<file path="src/hdl/branch_resolve_pkg.sv">
/*
 Shared constants for the branch resolve unit: opcode fields and encodings.
 Assumes a 32-bit instruction word and 32-bit general registers.
*/
package branch_resolve_pkg;
  localparam int unsigned OPC_MSB = 31;
  localparam int unsigned OPC_LSB = 26;
  localparam int unsigned FIRST_MSB = 25;
  localparam int unsigned FIRST_LSB = 21;
  localparam int unsigned SECOND_MSB = 20;
  localparam int unsigned SECOND_LSB = 16;
  localparam int unsigned OFFSET_MSB = 15;
  localparam int unsigned FUNC_MSB = 5;
  localparam logic [5:0] OPC_SPECIAL = 6'h00;
  localparam logic [5:0] OPC_REGISTER_IMMEDIATE_GROUP = 6'h01;
  localparam logic [5:0] OPC_UNEQUAL = 6'h05;
  localparam logic [5:0] OPC_UNEQUAL_LIKELY = 6'h15;
  localparam logic [5:0] FUNC_BREAKPOINT = 6'h0D;
  localparam logic [4:0] SUB_NEGATIVE = 5'h00;
  localparam logic [4:0] SUB_NEGATIVE_LIKELY = 5'h02;
  localparam logic [4:0] SUB_NEGATIVE_LINK = 5'h10;
  localparam logic [4:0] SUB_NEGATIVE_LINK_LIKELY = 5'h12;
  localparam logic [4:0] LINK_REGISTER = 5'h1F;
  localparam logic [31:0] LINK_DISTANCE = 32'h0000_0008;
  localparam logic [31:0] SLOT_DISTANCE = 32'h0000_0004;
  localparam logic [31:0] PC_RESET = 32'h0000_0000;
endpackage

</file>
<file path="src/hdl/branch_resolve_unit.sv">
/*
 Branch resolve unit: decodes negative-test and unequal-compare branches and
 the breakpoint trap, resolves them in the branch cycle and steers the PC in
 the delay-slot cycle. Assumes decode presents one instruction per cycle with
 instr_valid and its register operands already read.
*/
// Notes on behaviour
// [RULE1] Target is delay-slot address plus sign-extended offset shifted left by two.
// [RULE2] Negative-test branches are taken when the tested register's top bit is one.
// [RULE3] Unequal-compare branches are taken when the two registers differ anywhere.
// [RULE4] A taken branch runs its delay slot first, then fetch goes to target.
// [RULE5] Likely forms squash the delay slot when not taken.
// [RULE6] Linking forms write branch address plus eight to register 31 always.
// [RULE7] Condition is resolved in the branch cycle; the PC moves in the delay slot.
// [RULE8] Software must not test register 31 in a linking branch; result undefined.
// [RULE9] A delay-slot exception resumes by re-executing the branch itself.
// [RULE10] Breakpoint raises its exception at once and unconditionally.
// [RULE11] The breakpoint code field is ignored by the hardware.
// [RULE12] Non-likely branches raise no exception of their own.
// [RULE13] Negative tests decode from the group's bits 20..16; compares from own opcodes.
`timescale 1ns/1ps
`default_nettype none
module branch_resolve_unit
  import branch_resolve_pkg::*;
(
  input wire logic clk,
  input wire logic reset_n,
  input wire logic instr_valid,
  input wire logic [31:0] instr,
  input wire logic [31:0] instr_pc,
  input wire logic [31:0] first_source_register,
  input wire logic [31:0] second_source_register,
  input wire logic exception_in_slot,
  output logic link_write,
  output logic [4:0] link_index,
  output logic [31:0] link_value,
  output logic redirect,
  output logic [31:0] redirect_pc,
  output logic squash_current_instruction,
  output logic breakpoint_exception,
  output logic [31:0] exception_resume_pc,
  output logic in_delay_slot
);
  logic [5:0] opc;
  logic [4:0] sub;
  logic is_neg;
  logic is_neg_l;
  logic is_neg_link;
  logic is_neg_link_l;
  logic is_ne;
  logic is_ne_l;
  logic is_branch;
  logic is_likely;
  logic is_link;
  logic cond;
  logic is_break;
  logic [31:0] offset_ext;
  logic [31:0] target;
  logic pend_q;
  logic pend_taken_q;
  logic pend_likely_q;
  logic [31:0] pend_target_q;
  logic [31:0] pend_branch_pc_q;

  assign opc = instr[OPC_MSB:OPC_LSB];
  assign sub = instr[SECOND_MSB:SECOND_LSB];
  // Negative tests from the group sub-field, compares from their own opcodes. [RULE13]
  assign is_neg = opc == OPC_REGISTER_IMMEDIATE_GROUP && sub == SUB_NEGATIVE;
  assign is_neg_l = opc == OPC_REGISTER_IMMEDIATE_GROUP && sub == SUB_NEGATIVE_LIKELY;
  assign is_neg_link = opc == OPC_REGISTER_IMMEDIATE_GROUP && sub == SUB_NEGATIVE_LINK;
  assign is_neg_link_l = opc == OPC_REGISTER_IMMEDIATE_GROUP
    && sub == SUB_NEGATIVE_LINK_LIKELY;
  assign is_ne = opc == OPC_UNEQUAL;
  assign is_ne_l = opc == OPC_UNEQUAL_LIKELY;
  // The code field in bits 25..6 is not looked at. [RULE11]
  assign is_break = opc == OPC_SPECIAL && instr[FUNC_MSB:0] == FUNC_BREAKPOINT;
  assign is_branch = instr_valid
    && (is_neg || is_neg_l || is_neg_link || is_neg_link_l || is_ne || is_ne_l);
  assign is_likely = is_neg_l || is_neg_link_l || is_ne_l;
  assign is_link = is_neg_link || is_neg_link_l;

  always_comb
  begin
    if (is_ne || is_ne_l)
    begin
      cond = first_source_register != second_source_register; // [RULE3]
    end
    else
    begin
      cond = first_source_register[31]; // [RULE2]
    end
  end

  // Offset shifted by two and sign-extended, added to the delay-slot address. [RULE1]
  assign offset_ext = {{14{instr[OFFSET_MSB]}}, instr[OFFSET_MSB:0], 2'b00};
  assign target = instr_pc + SLOT_DISTANCE + offset_ext;

  // Resolution captured in the branch cycle, applied in the next. [RULE7]
  // A cycle with instr_valid low is a stall: the pending branch is held, so
  // redirect and squash stay up until the delay slot really issues. The
  // trade-off is that fetch must not advance while it sees them held.
  always_ff @(posedge clk or negedge reset_n)
  begin
    if (!reset_n)
    begin
      pend_q <= 1'b0;
      pend_taken_q <= 1'b0;
      pend_likely_q <= 1'b0;
      pend_target_q <= PC_RESET;
      pend_branch_pc_q <= PC_RESET;
    end
    else if (instr_valid)
    begin
      pend_q <= is_branch;
      pend_taken_q <= is_branch && cond;
      pend_likely_q <= is_branch && is_likely;
      pend_target_q <= target;
      pend_branch_pc_q <= instr_pc;
    end
  end

  // Link write raised in the cycle after the branch, stall or delay slot, whatever the condition. [RULE6]
  always_ff @(posedge clk or negedge reset_n)
  begin
    if (!reset_n)
    begin
      link_write <= 1'b0;
      link_index <= 5'h00;
      link_value <= PC_RESET;
    end
    else
    begin
      link_write <= is_branch && is_link;
      link_index <= LINK_REGISTER;
      link_value <= instr_pc + LINK_DISTANCE;
    end
  end

  // The delay slot always runs on a taken branch; the redirect follows it. [RULE4]
  assign redirect = pend_q && pend_taken_q;
  assign redirect_pc = pend_target_q;
  // Untaken likely forms drop the slot; non-likely forms never trap. [RULE5] [RULE12]
  assign squash_current_instruction = pend_q && pend_likely_q && !pend_taken_q;
  assign in_delay_slot = pend_q;
  // Breakpoint asserted combinationally in its decode cycle. [RULE10]
  assign breakpoint_exception = instr_valid && is_break;
  // Slot exceptions resume at the branch; linking branch tests of r31 are not guarded. [RULE9] [RULE8]
  assign exception_resume_pc = (pend_q && exception_in_slot) ? pend_branch_pc_q : instr_pc;
endmodule
`default_nettype wire

</file>
<file path="config.mk">
export PLATFORM = sky130hd
export DESIGN_NAME = branch_resolve_unit
export DESIGN_NICKNAME = d
export VERILOG_FILES = /design/src/hdl/branch_resolve_pkg.sv /design/src/hdl/branch_resolve_unit.sv
export SDC_FILE = /design/constraint.sdc
export NUM_CORES = 1
export LEC_CHECK = 0
export BUFFER_PORTS_ARGS = -buffer_cell sky130_fd_sc_hd__buf_4
export CORE_MARGIN = 4
export CORE_UTILIZATION = 25
export CTS_BUF_LIST = sky130_fd_sc_hd__clkbuf_8
export DETAILED_ROUTE_END_ITERATION = 12
export GPL_TIMING_DRIVEN = 0
export HOLD_SLACK_MARGIN = 0.1
export PLACE_DENSITY_LB_ADDON = 0.12
export REMOVE_ABC_BUFFERS = 1
export SKIP_CTS_REPAIR_TIMING = 1
export SYNTH_ARGS = -nofsm -noshare
export SYNTH_HDL_FRONTEND = slang
export SYNTH_SLANG_ARGS = --single-unit
export TNS_END_PERCENT = 5
</file>
<file path="constraint.sdc">
create_clock -name clk -period 2 [get_ports clk]
set_input_delay 0.2 -clock clk [delete_from_list [all_inputs] [get_ports clk]]
set_output_delay 0.2 -clock clk [all_outputs]
set_load 0.02 [all_outputs]
</file>
==> qor.csv <==
stage,metric,value,unit
finish,instances_no_fill,1237,
sta,fin_crit,2.37,ns
global_route,grt-ovfl-total,0,
sta,slew_headroom,0.522,
clock_tree,cts_tree,done,
synth,yosysUniqueCellTypes,67,
die,num_io_pins,238,
status,outcome,"complete, but fails checks",
sta,setup_violations,11,
critical_path,r2r_setup_slack,0.99,ns
detailed_routing,dr.pass1.iters,4,
critical_path,crit_fanout,5,
synth,ys_ff_latch,99,
die,initial_utilization,0.255,
synth,synth_seq_area_share,0.372,
sta,setup_slack,-0.365,ns
sta,post-route-period-util,1.18,
power_and_ir_drop,design_power_total,6.47,mW
critical_path,end_kind,register,
min_path,hold_depth,2,
place,gp_congestion,0.762,
critical_path,arrival,2.64,ns
synth,synth_area,6650,um^2
finish,final_cell_mix,"236 x buf_4, 98 x dfrtp_1, 78 x mux2_2, 47 x dlygate4sd3_1, 42 x ha_1",
detailed_routing,via_count,5723,
clock_tree,ctsRootBufferMaster,clkbuf_8,
sta,slew_violations,0,
place,portBuffers,232,
finish,fin_util,0.372,
die,core,26100,um^2
detailed_routing,drt-vias-per-instance,4.63,
sta,fin_worst_skew,0,ns
detailed_routing,routedWlPerCell,17.0,um
sta,timing.final.hold_violations,0,
status,violations,negative setup slack,
synth,syn_inst,628,
clock_tree,clockBufferDepth,2,
critical_path,reg2regPathDepth,2,
finish,drive_gt1_frac,0.430,
min_path,hold_path_end,pend_branch_pc_q[21],
finish,area_growth,46.2,%
detailed_routing,route.detailed.drc,0,
power_and_ir_drop,leakage,4.42,nW
global_route,grt_pass1_wl,30.6,mm
die,die_y,171,um
die,dieArea,29300,um^2
place,dpl.hpwl,15.4,mm
job,max_cap_violations,0,
synth,synth_area_per_cell,10.6,um^2
min_path,min_path_type,in2reg,
clock_tree,numCtsBuffers,9,
global_route,grt_max_degree,100,
sta,worst_pin_slew,0.717,ns
finish,final_common_cell,buf_4,
power_and_ir_drop,peakVddDrop,0.360,mV
finish,multi_input_area,4230,um^2
detailed_routing,ant_nets,0,
finish,regArea,2480,um^2
sta,max_clock_freq,423,MHz
finish,diodes,0,
clock_tree,h-tree-depth,3,
global_route,grt_pass1_vias,5573,
die,dieWidth,171,um
critical_path,required,2.28,ns
critical_path,regToRegStartpoint,redirect_pc[28],
clock_tree,clock-sinks,99,
place,dp_cells,1163,
sta,rsz0062_at_grt,yes,
synth,synthArstFlopShare,1.00,
finish,nNetsFinal,1088,
critical_path,startpoint_type,input port,
clock_tree,clk_latency,0.38,ns
critical_path,r2r-end,redirect_pc[28],
synth,synth_edf_count,0,
clock_tree,clkSlewWorstSetupHoldPaths,0.11,ns
die,rows,59,
place,place_ws,-1.20,ns
detailed_routing,drt-total-wl,21.0,mm
finish,fillers,2716,
power_and_ir_drop,power.density,665,nW/um^2
synth,ys.flop_type,dfrtp_1,
global_route,antenna_found_initial,0,
min_path,hp-start,instr_pc[21],
detailed_routing,first_iter_violations,184,
critical_path,criticalPathCategory,in2reg,
global_route,track_usage,0.132,
synth,yosys_warnings,0,
[state kept, by name, indices dropped and copies added (netlist names)]
register          count
link_value           32
link_index            1
redirect_pc          32
pend_taken_q          1
in_delay_slot         1
pend_likely_q         1
link_write            1
pend_branch_pc_q     30
[final cells by class]
cell class,count,share of cell area
sequential,99,0.255
multi-input combinational,487,0.435
clock inverter,7,0.00901
inverter,10,0.00450
timing repair buffer,289,0.240
tap,335,0.0431
timing repair inverter,1,0.000515
clock buffer,9,0.0127
[worst max-delay path: stages]
cell and delay [ns]:
buf_12 0.11, ha_4 0.23, ha_4 0.16, fa_2 0.40, a21o_4 0.23, a311o_2 0.36, a211oi_4 0.33, o41a_4 0.25
nor3_2 0.04, or3b_1 0.33
[stage by stage]
stage	TNS (ns)	hold slack (ns)	instance area, um^2
2_1_floorplan	-6.91	-0.0956	6490
3_3_place_gp	-37.03	0.328	8650
3_5_place_dp	-22.04	0.327	8650
4_1_cts	-22.80	-0.0965	8870
5_1_grt	-4.35	0.104	9730
6_report	-2.53	0.112	9730
[cell usage after synthesis (2+ instances only)]
library cell	n	area, um^2
ha_1	58	726
and4_1	4	35.0
nand2_1	40	150
a31o_2	2	17.5
nor2_1	29	109
and2_1	3	18.8
o311ai_0	3	26.3
a21oi_1	27	135
nor3_1	7	35.0
or2_2	2	12.5
o21ai_0	9	45.0
xor2_1	39	342
nand2b_1	3	18.8
o2111ai_1	3	26.3
nand4_1	17	106
o21bai_1	4	30.0
o211ai_1	4	30.0
o21a_1	8	60.1
dfrtp_1	99	2480
a211oi_1	3	22.5
o31ai_1	6	45.0
o2111a_1	2	22.5
nor4_1	9	56.3
clkbuf_1	12	45.0
and3_1	16	100
o2bb2ai_1	2	17.5
xnor2_1	36	315
nand3_1	19	95.1
buf_1	9	33.8
a221oi_1	2	17.5
a221oi_4	2	52.6
mux2_2	78	878
buf_2	2	10.0
a31oi_1	5	31.3
buf_4	8	60.1
inv_1	9	33.8
a21o_1	17	128
[routing by layer]
metal / up-vias / wire length (um) / global-route usage
met5: - / 0 / 0
met4: 0 / 107 / 0.0210
met3: 8 / 1800 / 0.0504
met2: 165 / 10100 / 0.221
met1: 2710 / 8990 / 0.164
li1: 2840 / - / -
[logic make-up after synthesis]
| family | Yosys count | synth area share |
|---|---|---|
| xor gates and xnor gates | 75 | 0.0988 |
| AOI/OAI and AO/OA | 117 | 0.134 |
| buffers and inverters | 42 | 0.0297 |
| and+or+nand+nor | 156 | 0.119 |
| muxes | 79 | 0.134 |
| DFF | 99 | 0.372 |
| other | 1 | 0.000564 |
| adders and majority gates | 59 | 0.112 |
[power by group]
| group | total [mW] | internal (mW) | switching (mW) |
|---|---|---|---|
| clock network | 1.44 | 0.615 | 0.823 |
| logic | 2.63 | 1.26 | 1.37 |
| registers | 2.41 | 2.27 | 0.136 |
| total | 6.47 | 4.14 | 2.33 |
[how the worst max path moves through the flow]
| stage | slack, ns | to | depth (start not counted) | start |
|---|---|---|---|---|
| after floorplan | -0.74 | redirect_pc[31] | 9 | instr[1] |
| after global placement | -1.27 | breakpoint_exception | 6 | instr_valid |
| after detailed placement | -1.20 | breakpoint_exception | 6 | instr_valid |
| after CTS | -1.23 | breakpoint_exception | 6 | instr_valid |
| after global routing | -0.41 | redirect_pc[31] | 12 | instr[0] |
| final | -0.37 | redirect_pc[31] | 10 | instr_pc[3] |
Power figures use the tool's default switching activity.
